===== config.mk =====
export PLATFORM = sky130hd
export DESIGN_NAME = sdc_serial_control
export DESIGN_NICKNAME = d
export VERILOG_FILES = /design/src/sdc_sync2.v /design/src/sdc_serial_control.v
export VERILOG_INCLUDE_DIRS = /design/src
export SDC_FILE = /design/constraint.sdc
export NUM_CORES = 1
export LEC_CHECK = 0
export BUFFER_PORTS_ARGS = -buffer_cell sky130_fd_sc_hd__buf_2
export CAP_MARGIN = 20
export CORE_MARGIN = 2
export CORE_UTILIZATION = 58
export DETAILED_ROUTE_END_ITERATION = 10
export PLACE_DENSITY = 0.78
export SLEW_MARGIN = 10
export SYNTH_ARGS = -nofsm -noshare
export SYNTH_HDL_FRONTEND = slang
export SYNTH_SLANG_ARGS = --single-unit

===== constraint.sdc =====
create_clock -name clk_i -period 3 [get_ports clk_i]
set_input_delay 0.45 -clock clk_i [delete_from_list [all_inputs] [get_ports clk_i]]
set_output_delay 0.45 -clock clk_i [all_outputs]
set_load 0.02 [all_outputs]

===== src/sdc_regs.vh =====
`ifndef SDC_REGS_VH
`define SDC_REGS_VH

// Control byte field positions
`define SDC_CTRL_ANALOG_OUTPUT_PIN_EN_BIT 6
`define SDC_CTRL_CFG_HI 5
`define SDC_CTRL_CFG_LO 4
`define SDC_CTRL_AUTO_INC_BIT 2
`define SDC_CTRL_CHAN_HI 1
`define SDC_CTRL_CHAN_LO 0

// Reset values
`define SDC_CTRL_RESET 8'h00
`define SDC_DAC_RESET 8'h00
`define SDC_RESULT_RESET 8'h80

// Fixed upper part of the bus address (arbitrary default)
`define SDC_ADDR_FIXED 4'h9

// Input configurations
`define SDC_CFG_FOUR_SINGLE 2'h0
`define SDC_CFG_TWO_DIFF 2'h3

// Highest channel numbers
`define SDC_CHAN_MAX_FOUR 2'h3
`define SDC_CHAN_MAX_THREE 2'h2
`define SDC_CHAN_MAX_TWO 2'h1

`endif


===== src/sdc_sync2.v =====
`timescale 1ns/1ps
`default_nettype none
module sdc_sync2
#(
   parameter W = 6
)
(
   // Clock, enable and reset
   input wire clk_i,
   input wire rst_b_i,
   input wire ce_i,
   // Asynchronous levels in, synchronised levels out
   input wire [W-1:0] async_i,
   output reg [W-1:0] sync_o
);

   reg [W-1:0] meta;

   // First stage is read only by the second stage
   always @(posedge clk_i)
   begin
      if (!rst_b_i)
      begin
         meta <= {W{1'b1}};
         sync_o <= {W{1'b1}};
      end
      else if (ce_i)
      begin
         meta <= async_i;
         sync_o <= meta;
      end
   end

endmodule
`default_nettype wire


===== src/sdc_serial_control.v =====
// Function
// - Answer only to fixed address part plus three pin-selected address bits.
// - Three pin-selected bits let eight such devices share one bus.
// - Second byte of a write transfer is loaded into the control register.
// - Upper nibble holds output enable and input configuration; lower nibble picks channel.
// - With auto-increment set, advance channel by one after every conversion.
// - Bit 6 enables analog output and keeps the oscillator running.
// - Nonexistent channel maps to highest channel; auto-increment then wraps to 0.
// - Reset clears control, stops converter and oscillator, floats analog output.
// - Third and later write bytes load the output data register, held until replaced.
// - Start conversion at end of read acknowledge clock, sending previous result meanwhile.
// - First byte read after reset is hexadecimal 80.
`timescale 1ns/1ps
`default_nettype none
`include "sdc_regs.vh"
module sdc_serial_control
#(
   parameter [3:0] ADDR_FIXED = `SDC_ADDR_FIXED
)
(
   // Clock, enable and reset
   input wire clk_i,
   input wire rst_b_i,
   input wire ce_i,
   // Serial bus pins
   input wire scl_i,
   input wire sda_i,
   output reg sda_o,
   output reg sda_oe_o,
   // Address select and clock source straps
   input wire addr_select_pin_0_i,
   input wire addr_select_pin_1_i,
   input wire addr_select_pin_2_i,
   input wire clock_source_select_pin_i,
   // Converter side
   input wire [7:0] adc_result_i,
   input wire adc_done_i,
   output reg adc_start_o,
   output reg [1:0] adc_channel_o,
   output reg [1:0] input_config_o,
   output reg [7:0] dac_data_o,
   output reg analog_output_pin_oe_o,
   output reg osc_run_o,
   output reg conversion_clock_pin_oe_o
);

   localparam [6:0] ST_IDLE = 7'h01;
   localparam [6:0] ST_RECV = 7'h02;
   localparam [6:0] ST_RDONE = 7'h04;
   localparam [6:0] ST_ACK = 7'h08;
   localparam [6:0] ST_SEND = 7'h10;
   localparam [6:0] ST_MACK = 7'h20;
   localparam [6:0] ST_MACKH = 7'h40;

   wire [5:0] pins_sync;
   wire s_scl;
   wire s_sda;
   wire [2:0] s_addr_sel;
   wire s_ext;
   reg scl_d;
   reg sda_d;
   reg [6:0] state;
   reg [2:0] bit_cnt;
   reg [1:0] byte_idx;
   reg [7:0] shift;
   reg rw;
   reg [7:0] converter_control;
   reg [7:0] result;
   reg busy;
   wire scl_rise;
   wire scl_fall;
   wire start_det;
   wire stop_det;

   // Highest channel that exists in a given input configuration
   function [1:0] sdc_top_chan;
      input [1:0] cfg;
      begin
         case (cfg)
            `SDC_CFG_FOUR_SINGLE: sdc_top_chan = `SDC_CHAN_MAX_FOUR;
            `SDC_CFG_TWO_DIFF: sdc_top_chan = `SDC_CHAN_MAX_TWO;
            default: sdc_top_chan = `SDC_CHAN_MAX_THREE;
         endcase
      end
   endfunction

   // Channel actually used for a requested one
   function [1:0] sdc_clamp_chan;
      input [1:0] cfg;
      input [1:0] chan;
      begin
         if (chan > sdc_top_chan(cfg))
            sdc_clamp_chan = sdc_top_chan(cfg);
         else
            sdc_clamp_chan = chan;
      end
   endfunction

   sdc_sync2 #(
      .W(6)
   ) u_sync (
      .clk_i(clk_i),
      .rst_b_i(rst_b_i),
      .ce_i(ce_i),
      .async_i({clock_source_select_pin_i, addr_select_pin_2_i, addr_select_pin_1_i,
                addr_select_pin_0_i, sda_i, scl_i}),
      .sync_o(pins_sync)
   );

   assign s_scl = pins_sync[0];
   assign s_sda = pins_sync[1];
   assign s_addr_sel = pins_sync[4:2];
   assign s_ext = pins_sync[5];
   assign scl_rise = s_scl & ~scl_d;
   assign scl_fall = ~s_scl & scl_d;
   // Start and stop only count while the clock stays high across both samples
   assign start_det = s_scl & scl_d & sda_d & ~s_sda;
   assign stop_det = s_scl & scl_d & ~sda_d & s_sda;

   always @(posedge clk_i)
   begin
      if (!rst_b_i)
      begin
         scl_d <= 1'b1;
         sda_d <= 1'b1;
         state <= ST_IDLE;
         bit_cnt <= 3'h0;
         byte_idx <= 2'h0;
         shift <= 8'h00;
         rw <= 1'b0;
         converter_control <= `SDC_CTRL_RESET;
         dac_data_o <= `SDC_DAC_RESET;
         result <= `SDC_RESULT_RESET;
         busy <= 1'b0;
         sda_o <= 1'b0;
         sda_oe_o <= 1'b0;
         adc_start_o <= 1'b0;
         adc_channel_o <= 2'h0;
         input_config_o <= 2'h0;
         analog_output_pin_oe_o <= 1'b0;
         osc_run_o <= 1'b0;
         conversion_clock_pin_oe_o <= 1'b0;
      end
      else if (ce_i)
      begin
         scl_d <= s_scl;
         sda_d <= s_sda;
         sda_o <= 1'b0;
         adc_start_o <= 1'b0;
         // Oscillator idles unless the output is on or a conversion runs
         osc_run_o <= converter_control[`SDC_CTRL_ANALOG_OUTPUT_PIN_EN_BIT] | busy;
         conversion_clock_pin_oe_o <= osc_run_o & ~s_ext;
         if (adc_done_i)
         begin
            result <= adc_result_i;
            busy <= 1'b0;
            if (converter_control[`SDC_CTRL_AUTO_INC_BIT])
            begin
               // Wraps to channel 0 after the highest one
               if (adc_channel_o >= sdc_top_chan(input_config_o))
                  adc_channel_o <= 2'h0;
               else
                  adc_channel_o <= adc_channel_o + 2'h1;
            end
         end
         if (start_det)
         begin
            state <= ST_RECV;
            bit_cnt <= 3'h0;
            byte_idx <= 2'h0;
            sda_oe_o <= 1'b0;
         end
         else if (stop_det)
         begin
            state <= ST_IDLE;
            sda_oe_o <= 1'b0;
         end
         else
         begin
            case (state)
               ST_IDLE: sda_oe_o <= 1'b0;
               ST_RECV:
               begin
                  if (scl_rise)
                  begin
                     shift <= {shift[6:0], s_sda};
                     bit_cnt <= bit_cnt + 3'h1;
                     if (bit_cnt == 3'h7)
                        state <= ST_RDONE;
                  end
               end
               ST_RDONE:
               begin
                  if (scl_fall)
                  begin
                     if (byte_idx == 2'h0)
                     begin
                        if (shift[7:1] == {ADDR_FIXED, s_addr_sel})
                        begin
                           rw <= shift[0];
                           sda_oe_o <= 1'b1;
                           state <= ST_ACK;
                        end
                        else
                           state <= ST_IDLE;
                     end
                     else
                     begin
                        if (byte_idx == 2'h1)
                        begin
                           // Reserved bits are stored but steer nothing
                           converter_control <= shift;
                           input_config_o <= shift[`SDC_CTRL_CFG_HI:`SDC_CTRL_CFG_LO];
                           analog_output_pin_oe_o <= shift[`SDC_CTRL_ANALOG_OUTPUT_PIN_EN_BIT];
                           adc_channel_o <= sdc_clamp_chan(
                              shift[`SDC_CTRL_CFG_HI:`SDC_CTRL_CFG_LO],
                              shift[`SDC_CTRL_CHAN_HI:`SDC_CTRL_CHAN_LO]);
                        end
                        else
                           dac_data_o <= shift;
                        sda_oe_o <= 1'b1;
                        state <= ST_ACK;
                     end
                     if (byte_idx != 2'h2)
                        byte_idx <= byte_idx + 2'h1;
                  end
               end
               ST_ACK:
               begin
                  if (scl_fall)
                  begin
                     bit_cnt <= 3'h0;
                     if (rw)
                     begin
                        // Previous result goes out while the new one converts
                        shift <= result;
                        sda_oe_o <= ~result[7];
                        adc_start_o <= 1'b1;
                        busy <= 1'b1;
                        state <= ST_SEND;
                     end
                     else
                     begin
                        sda_oe_o <= 1'b0;
                        state <= ST_RECV;
                     end
                  end
               end
               ST_SEND:
               begin
                  if (scl_fall)
                  begin
                     if (bit_cnt == 3'h7)
                     begin
                        sda_oe_o <= 1'b0;
                        state <= ST_MACK;
                     end
                     else
                     begin
                        shift <= {shift[6:0], 1'b0};
                        sda_oe_o <= ~shift[6];
                        bit_cnt <= bit_cnt + 3'h1;
                     end
                  end
               end
               // A not-acknowledge ends our part; line stays released
               ST_MACK:
                  if (scl_rise)
                     state <= s_sda ? ST_IDLE : ST_MACKH;
               ST_MACKH:
               begin
                  if (scl_fall)
                  begin
                     bit_cnt <= 3'h0;
                     shift <= result;
                     sda_oe_o <= ~result[7];
                     adc_start_o <= 1'b1;
                     busy <= 1'b1;
                     state <= ST_SEND;
                  end
               end
               default:
               begin
                  state <= ST_IDLE;
                  sda_oe_o <= 1'b0;
               end
            endcase
         end
      end
   end

endmodule
`default_nettype wire


After elaboration in Yosys (flattened, before gate mapping)
Index checks and enable logic that the tools add are counted.
{"block": "totals", "output_inout_bits": 18, "elab_cells": 181, "register_bits": 68, "input_bits": 18}
{"block": "op_classes", "n_lt_le_gt_ge": 2, "add_sub_neg": 3, "n_bitwise": 20, "muxes": 82, "eq_ne": 35, "reduce_logical": 19}
{"operator": "7-bit two-way mux", "n": 12}
{"operator": "2-bit two-way mux", "n": 27}
{"operator": "7-bit one-hot mux with 7 select lines", "n": 1}
{"operator": "8-bit two-way mux", "n": 6}
{"operator": "7-bit AND reduction", "n": 5}
{"operator": "4-bit inequality test, second input constant", "n": 8}
{"operator": "8-bit one-hot mux with 4 select lines", "n": 1}
{"operator": "1-bit two-way mux", "n": 21}
{"operator": "10-bit AND reduction", "n": 2}
{"operator": "3-bit two-way mux", "n": 6}
{"operator": "2-bit inequality test, second input constant", "n": 8}
{"operator": "3-bit inequality test, second input constant", "n": 4}
{"operator": "1-bit NOT", "n": 11}
{"operator": "3-bit one-hot mux with 3 select lines", "n": 1}
{"operator": "1-bit bitwise AND", "n": 8}
{"operator": "2-bit one-hot mux with 2 select lines", "n": 2}
{"operator": "4-bit nonzero test", "n": 2}
{"operator": "7-bit by 1-bit == test with 1-bit output, second input constant", "n": 1}
{"operator": "7-bit by 2-bit == test with 1-bit output, second input constant", "n": 1}
{"operator": "7-bit by 3-bit == test with 1-bit output, second input constant", "n": 1}
{"operator": "7-bit by 4-bit == test with 1-bit output, second input constant", "n": 1}
{"operator": "7-bit by 5-bit == test with 1-bit output, second input constant", "n": 1}
{"operator": "7-bit by 6-bit == test with 1-bit output, second input constant", "n": 1}
{"operator": "7-bit == test", "n": 1}
{"operator": "other kinds (20)", "n": 29}

Depth between registers and ports, before layout
Gate-level depths: netlist of run 1.
{"block": "logic_depth", "depth_word": 18, "ltp_mapped": 10, "depth_no_buf": 9}

Cells and area by module
A second synthesis of run 1 with hierarchy kept.
{"block": "hier_totals", "hier_cells": 392, "area_unflattened_um2": 3408.3}
{"mod": "sdc_serial_control", "n_inst": 1, "cells_each": 354, "seq_area_each_um2": 1001.0, "area_per_inst_um2": 2987.9}
{"mod": "sdc_sync2", "n_inst": 1, "cells_each": 38, "seq_area_each_um2": 240.2, "area_per_inst_um2": 420.4}

Worst setup path before layout of run 1
OpenSTA, ideal clock, no wires.
{"block": "synth_timing", "path_kind": "register to register", "from": "register bit_cnt[0]", "to": "register shift[4]", "required_time_ps": 2912, "setup_time_ps": 88, "slack_ps": 658, "t_arrival_ps": 2253, "path_buffers": 2, "period_less_slack_ps": 2342, "stages_incl_launch_ff": 11, "cell_sequence": "dfxtp_1 > ha_1 > ha_1 > or3b_2 > a211oi_1 > a31o_2 > and3_4 > buf_6 > buf_8 > a21oi_1 > a311oi_2"}
{"block": "synth_via", "elab_chain_cells": 3}
{"element": "start: declaration", "line_no": "sdc_serial_control.v:63", "source": "reg [2:0] bit_cnt;"}
{"element": "start signal: assignment", "line_no": "sdc_serial_control.v:187", "source": "bit_cnt <= bit_cnt + 3'h1;"}
{"element": "start signal: assignment", "line_no": "sdc_serial_control.v:262", "source": "bit_cnt <= bit_cnt + 3'h1;"}
{"element": "3-bit == test", "line_no": "sdc_serial_control.v:253", "source": "if (bit_cnt == 3'h7)"}
{"element": "2-bit inequality test (no source line)"}
{"element": "10-bit AND reduction (no source line)"}
{"element": "end signal: assignment", "line_no": "sdc_serial_control.v:236", "source": "shift <= result;"}
{"element": "end signal: assignment", "line_no": "sdc_serial_control.v:260", "source": "shift <= {shift[6:0], 1'b0};"}
{"element": "end signal: assignment", "line_no": "sdc_serial_control.v:275", "source": "shift <= result;"}
{"element": "end: declaration", "line_no": "sdc_serial_control.v:65", "source": "reg [7:0] shift;"}
No other way between the ends.
A chain may end at the register's enable or synchronous reset.

Worst setup path in the final report of run 1
{"block": "layout_timing", "from": "register bit_cnt[0]", "to": "register shift[5]"}
The elaborated chain is that of the path after synthesis.

==> metrics.cfg, run 1 <==
[sta]
min_period_over_period_pct = 81.97
setup_violations = 0
fin_ws_ns = 0.5410
skew_ns = 0.006054
tightestPinTransition_ns = 0.5869
timing.final.max_slew_violations = 0
period_needed_ns = 2.459
setup_tns_ns = 0
rsz0062_at_grt = no
max_freq_ghz = 0.4067
max_slew_margin_pct = 60.52
fin_hold_ws_ns = 0.3212
hold_viol_final = 0

[clocking]
clockBufferDepth = 2
clk_pin_slew_worst_paths_ns = 0.07
clkSinkCount = 62
cts_max_level = 3
clk_latency_ns = 0.34
cts_setup_buffers = 0
postCtsHoldBufs = 0
cts_tree = built
cts_buffers = 9
post_cts_resized = 0
root_buffer = clkbuf_8

[finish]
diodes = 0
final_cell_mix = dfxtp_1 (62), nand2_1 (49), mux2i_1 (38), buf_2 (34), nor2_1 (29)
nets = 429
syn2layout_area_growth_pct = 11.27
layout.cells.non_filler = 476
drive_gt1_share_pct = 17.57
nFillCells = 463
final_common_cell = dfxtp_1

[critical_path]
r2r_cells = 8
r2r-start = bit_cnt[0]
rrSetupSlack_ns = 0.54
end_kind = flip-flop
reg2reg_to = shift[5]
startpoint = bit_cnt[0]
worstPathRequired_ns = 3.25
crit_path_start_kind = flip-flop
crit_type = reg -> reg
arrival_ns = 2.71
cp_max_fo = 14

[detailed_routing]
via_count = 2756
viasPerCell = 5.790
wl_per_cell_um = 15.17
first_pass_iters = 4
drt-initial-drc-count = 192
drc = 0
postRouteAntennaNets = 0
routed_wl_um = 7219

[place]
place_inst = 460
place_ws_ns = 0.5672
io_buffers = 34
place_hpwl_um = 5077
gp_congestion = 0.9255

[pwr]
power_density_mw_per_mm2 = 471.1
power_w = 0.001717
leakage_nw = 1.644
vdd_drop_max_mv = 0.3138

[die]
rows = 27
die_h_um = 79.15
die-area_mm2 = 0.006265
start_util_pct = 59.85
core_region_area_mm2 = 0.005473
io_pins = 36
die_w_um = 79.15

[global_routing]
grt_pass1_wl_um = 11860
grt_pass1_vias = 2556
grt_max_degree = 30
grt_antenna_before_repair = 0
grt_use_total_pct = 24.07
grt_overflow = 0

[synthesis]
syn_area_mm2 = 0.003276
synth_edf_count = 0
yosysWarnings = 0
ys_types = 55
ys_ff_latch = 62
synthesis.nets = 406
ys_seq_area_share_pct = 37.89
netlist_instances = 376
yosys_most_used_dff = dfxtp_1
ys_async_sr_fraction_pct = 0
postSynthAreaPerCell_um2 = 8.712

[status]
status = complete, no violations

[job]
maxCapViolCount = 0

[min_path]
hp-class = in -> reg
min-delay-start = adc_result_i[7]
holdPathEnd = result[7]
holdPathStages = 3

## routing by layer
metal	GRT usage, %	vias up	wire (um)
met2	38.31	84	3267
met3	5.909	13	416
met5	0	-	0
met1	32.03	1283	3423
met4	7.931	0	111
li1	-	1376	-
## stage by stage
stage | util [%] | cell area, um2
5_1_grt | 66.60 | 3645
4_1_cts | 66.60 | 3645
3_3_place_gp | 62.73 | 3433
6_report | 66.60 | 3645
2_1_floorplan | - | 3276
3_5_place_dp | 62.73 | 3433
## worst max-delay path: stages, from the launching register on
cell and delay, ns:
dfxtp_1 0.33, ha_1 0.21, ha_1 0.21, or3b_2 0.44
a211oi_1 0.34, a31o_2 0.17, and3_4 0.30, a21oi_1 0.11
a311oi_2 0.25
## Yosys cell counts (3+ instances only)
master     n  area, um2
a211oi_1   3      22.52
a21oi_1   24      120.1
a22o_1     3      26.28
a311oi_2   7      105.1
a31oi_1    3      18.77
buf_1      3      11.26
buf_2      4      20.02
buf_4      4      30.03
clkbuf_1  15      56.30
dfxtp_1   62       1241
ha_1      12      150.1
inv_1     14      52.55
mux2i_1   38      380.4
nand2_1   49      183.9
nand2b_1   4      25.02
nand3_1   16      80.08
nand3b_1   4      30.03
nand4_1    5      31.28
nor2_1    29      108.9
nor2b_1    3      18.77
nor3_1     4      20.02
nor3b_1    3      22.52
o211ai_1   6      45.04
o21ai_0   12      60.06
o31ai_1    3      22.52
or3_1      3      18.77
xnor2_1    5      43.79
xor2_1     3      26.28
## where the power goes
group	total, W	internal, W	switching (W)
clock	0.000769	0.000454	0.000315
combinational	0.0000960	0.0000378	0.0000582
sequential	0.000852	0.000838	0.0000134
total	0.00172	0.00133	0.000387
## state kept, by name, summed over array words and instances (netlist names), 2 cells and up
register / count
dac_data_o: 8
adc_channel_o: 2
bit_cnt: 3
converter_control: 3
u_sync.meta: 6
result: 8
byte_idx: 2
u_sync.sync_o: 6
shift: 8
state: 7
## how the worst max path moves through the flow
stage,cells after the start,end,slack (ns)
4_1_cts,8,shift[5],0.55
5_1_grt,6,state[3],0.31
6_report,8,shift[5],0.54
3_3_place_gp,6,state[2],0.66
2_1_floorplan,10,shift[4],0.66
3_5_place_dp,8,shift[5],0.57
## area by class of cell
type | count | area, um2 | share of cell area (%)
multi-input combinational | 271 | 1827 | 50.12
sequential | 62 | 1241 | 34.05
timing repair buffer | 41 | 222.7 | 6.111
clock buffer | 14 | 172.7 | 4.737
tap | 72 | 90.09 | 2.472
inverter | 14 | 52.55 | 1.442
clock inverter | 2 | 38.79 | 1.064
## kinds of logic (layout without fill, tap and decap cells)
family | Yosys count | count (layout) | synth area share, %
AO/OA/AOI/OAI | 73 | 73 | 16.08
XOR/XNOR | 8 | 8 | 2.139
adder cells (fa/ha/maj) | 12 | 12 | 4.584
buffers and inverters | 43 | 71 | 6.340
flip-flops | 62 | 62 | 37.89
multiplexers | 39 | 39 | 11.96
other | 1 | 1 | 0.1145
AND/OR/NAND/NOR | 138 | 138 | 20.89
(Power assumes the default switching activity.)
==> run 2: changes to the inputs <==
Settings changed: ABC_AREA set to 1.
Clock period 3 ns to 2.3 ns, I/O delays scaled along.
==> run 2 against run 1 <==
Via count grew 15%. Combinational power grew to 8.6 times the previous value. Synthesized cell count grew 31%. Sequential share of layout area shrank 0.62 points. First-iteration DRC count grew 4.2%. Synthesized area grew 0.57%. Routed wire length grew 7.1%. Cell area grew 1.9%. Total power grew 88%. Maximum frequency grew 34%. Hold slack lost 0.11 ns. Core utilization grew 0.82 points. Largest cell class unchanged.
==> metrics.cfg, run 2 <==
[synthesis]
syn_area_mm2 = 0.003294
ys_async_sr_fraction_pct = 0
postSynthAreaPerCell_um2 = 6.669
netlist.area_leader.share_pct = 37.68
yosys_most_used_dff = dfxtp_1
ys_ff_latch = 62
ys_top_cells_by_area = dfxtp_1 (38%), nand2_1 (13%), nor2_1 (9.6%)
yosysMostFrequentCell = nand2_1
ys_types = 31
ys_top_cells_by_count = nand2_1 (115), nor2_1 (84), dfxtp_1 (62), inv_1 (50)
netlist_instances = 494
synth_edf_count = 0
synthesis.nets = 524
yosys.area.top_type = dfxtp_1
yosysWarnings = 0
ys_seq_area_share_pct = 37.68

[pwr]
swShare_pct = 34.62
clkPwrFrac_pct = 34.6
power.switching_w = 0.001116
seq_power_share_pct = 39.6
power_density_mw_per_mm2 = 868.1
internal_power_w = 0.002107
leakage_nw = 1.808
vdd_drop_max_mv = 0.4927
power_w = 0.003223
combPwrFrac_pct = 25.7

[die]
core_region_area_mm2 = 0.005507
die_h_um = 79.37
io_pins = 36
die-area_mm2 = 0.006299
start_util_pct = 59.83
die_w_um = 79.37
rows = 27

[clocking]
clockBufferDepth = 2
clk_latency_ns = 0.34
clkSinkCount = 62
cts_max_level = 3
cts_tree = built
cts_setup_buffers = 0
postCtsHoldBufs = 0
clk_pin_slew_worst_paths_ns = 0.07
root_buffer = clkbuf_8
cts_buffers = 9
post_cts_resized = 0

[sta]
period_needed_ns = 1.834
min_period_over_period_pct = 79.74
max_freq_ghz = 0.5453
setup_tns_ns = 0
rsz0062_at_grt = no
hold_viol_final = 0
setup_violations = 0
skew_ns = 0.01442
tightestPinTransition_ns = 0.6355
timing.final.max_slew_violations = 0
max_slew_margin_pct = 57.59

[critical_path]
worstPathRequired_ns = 2.51
rrSetupSlack_ns = 0.47
crit_path_start_kind = flip-flop
r2r-start = state[2]
cp_max_fo = 13
end_kind = flip-flop
r2r_cells = 12
arrival_ns = 2.05
reg2reg_to = state[0]
crit_type = reg -> reg

[detailed_routing]
routed_wl_um = 7734
drc = 0
viasPerCell = 5.265
via_count = 3164
postRouteAntennaNets = 0
wl_per_cell_um = 12.87
first_pass_iters = 5
drt-initial-drc-count = 200

[finish]
final_cell_mix = nand2_1 (115), nor2_1 (84), dfxtp_1 (62), inv_1 (50)
diodes = 0
final_common_cell = nand2_1
nets = 554
syn2layout_area_growth_pct = 12.69
nFillCells = 493
reg_top3 = dac_data_o x8, result x8, shift x8
drive_gt1_share_pct = 15.12

[min_path]
holdPathEnd = u_sync.meta[1]
hp-class = in -> reg
holdPathStages = 3
min-delay-start = sda_i

[place]
gp_congestion = 0.9066
io_buffers = 34
place_hpwl_um = 5398

[global_routing]
grt_pass1_wl_um = 13490
grt_use_total_pct = 27.27
grt_antenna_before_repair = 0
grt_overflow = 0
grt_max_degree = 42
grt_pass1_vias = 2927

[status]
status = complete, no violations

[job]
maxCapViolCount = 0

run 2: power groups by stage:
stage | logic [W] | clock network, W | registers [W]
3_3_place_gp | 0.000798 | 0 | 0.00129
6_report | 0.000830 | 0.00112 | 0.00128
5_1_grt | 0.000960 | 0.00118 | 0.00129
3_5_place_dp | 0.000814 | 0 | 0.00130
4_1_cts | 0.000822 | 0.00113 | 0.00127
2_1_floorplan | 0.000674 | 0 | 0.00128
run 2: worst max path at each step:
stage                                 start               end  slack (ns)  cells past startpoint
final                              state[2]          state[0]        0.47                     12
after global placement           bit_cnt[0]          state[0]        0.52                     11
after floorplan           input_config_o[0]  adc_channel_o[0]        0.79                     10
after global routing               state[2]          state[0]        0.26                     12
after detailed placement         bit_cnt[0]          state[0]        0.53                     11
after CTS                        bit_cnt[0]          state[0]        0.51                     11
run 2: cell families (layout without fill, tap and decap cells):
family / count (synthesis) / after routing / share of synthesized area (%)
and+or+nand+nor: 263 / 263 / 34.71
AOI/OAI and AO/OA: 78 / 78 / 12.76
buffers and inverters: 76 / 111 / 9.647
DFF: 62 / 62 / 37.68
adders and majority gates: 12 / 12 / 4.557
xor gates and xnor gates: 2 / 2 / 0.5318
other: 1 / 1 / 0.1138
run 2: area by class of cell:
| cell class | instances | area [um2] | share of cell area (%) |
|---|---|---|---|
| clock buffers | 11 | 151.4 | 4.078 |
| inverters | 58 | 220.2 | 5.932 |
| well taps | 72 | 90.09 | 2.427 |
| repair buffers | 37 | 192.7 | 5.190 |
| clock inverters | 5 | 81.33 | 2.191 |
| flip-flops and latches | 62 | 1241 | 33.43 |
| multi-input cells | 356 | 1735 | 46.75 |
run 2: worst max-delay path, cell delays in order, from the launching register on:
cell and delay (ns):
dfxtp_1 0.34, inv_1 0.09, nand2_1 0.08, nor2_1 0.24, nand2_2 0.13, o21ai_2 0.10, nand2_1 0.07, nand2_1 0.06
nand2_1 0.27, nand2_1 0.17, inv_1 0.05, nand2_1 0.05, nand3_1 0.05
run 2: per-stage QoR:
step	hold slack (ns)	util [%]	setup slack [ns]	instance area (um2)	instances
final	0.2138	67.42	0.4661	3712	601
after detailed placement	0.4441	63.19	0.5275	3480	585
after global placement	0.4412	63.19	0.5184	3480	585
after floorplan	0.4292	-	0.7855	3294	494
after global routing	0.2316	67.42	0.2632	3712	601
after CTS	0.2088	67.42	0.5122	3712	601
run 2: per-layer routing:
layer | track usage [%] | part of all wire, %
met2 | 43.31 | 44
met4 | 11.55 | 2.1
met3 | 4.659 | 5.6
met5 | 0 | 0
met1 | 36.62 | 48
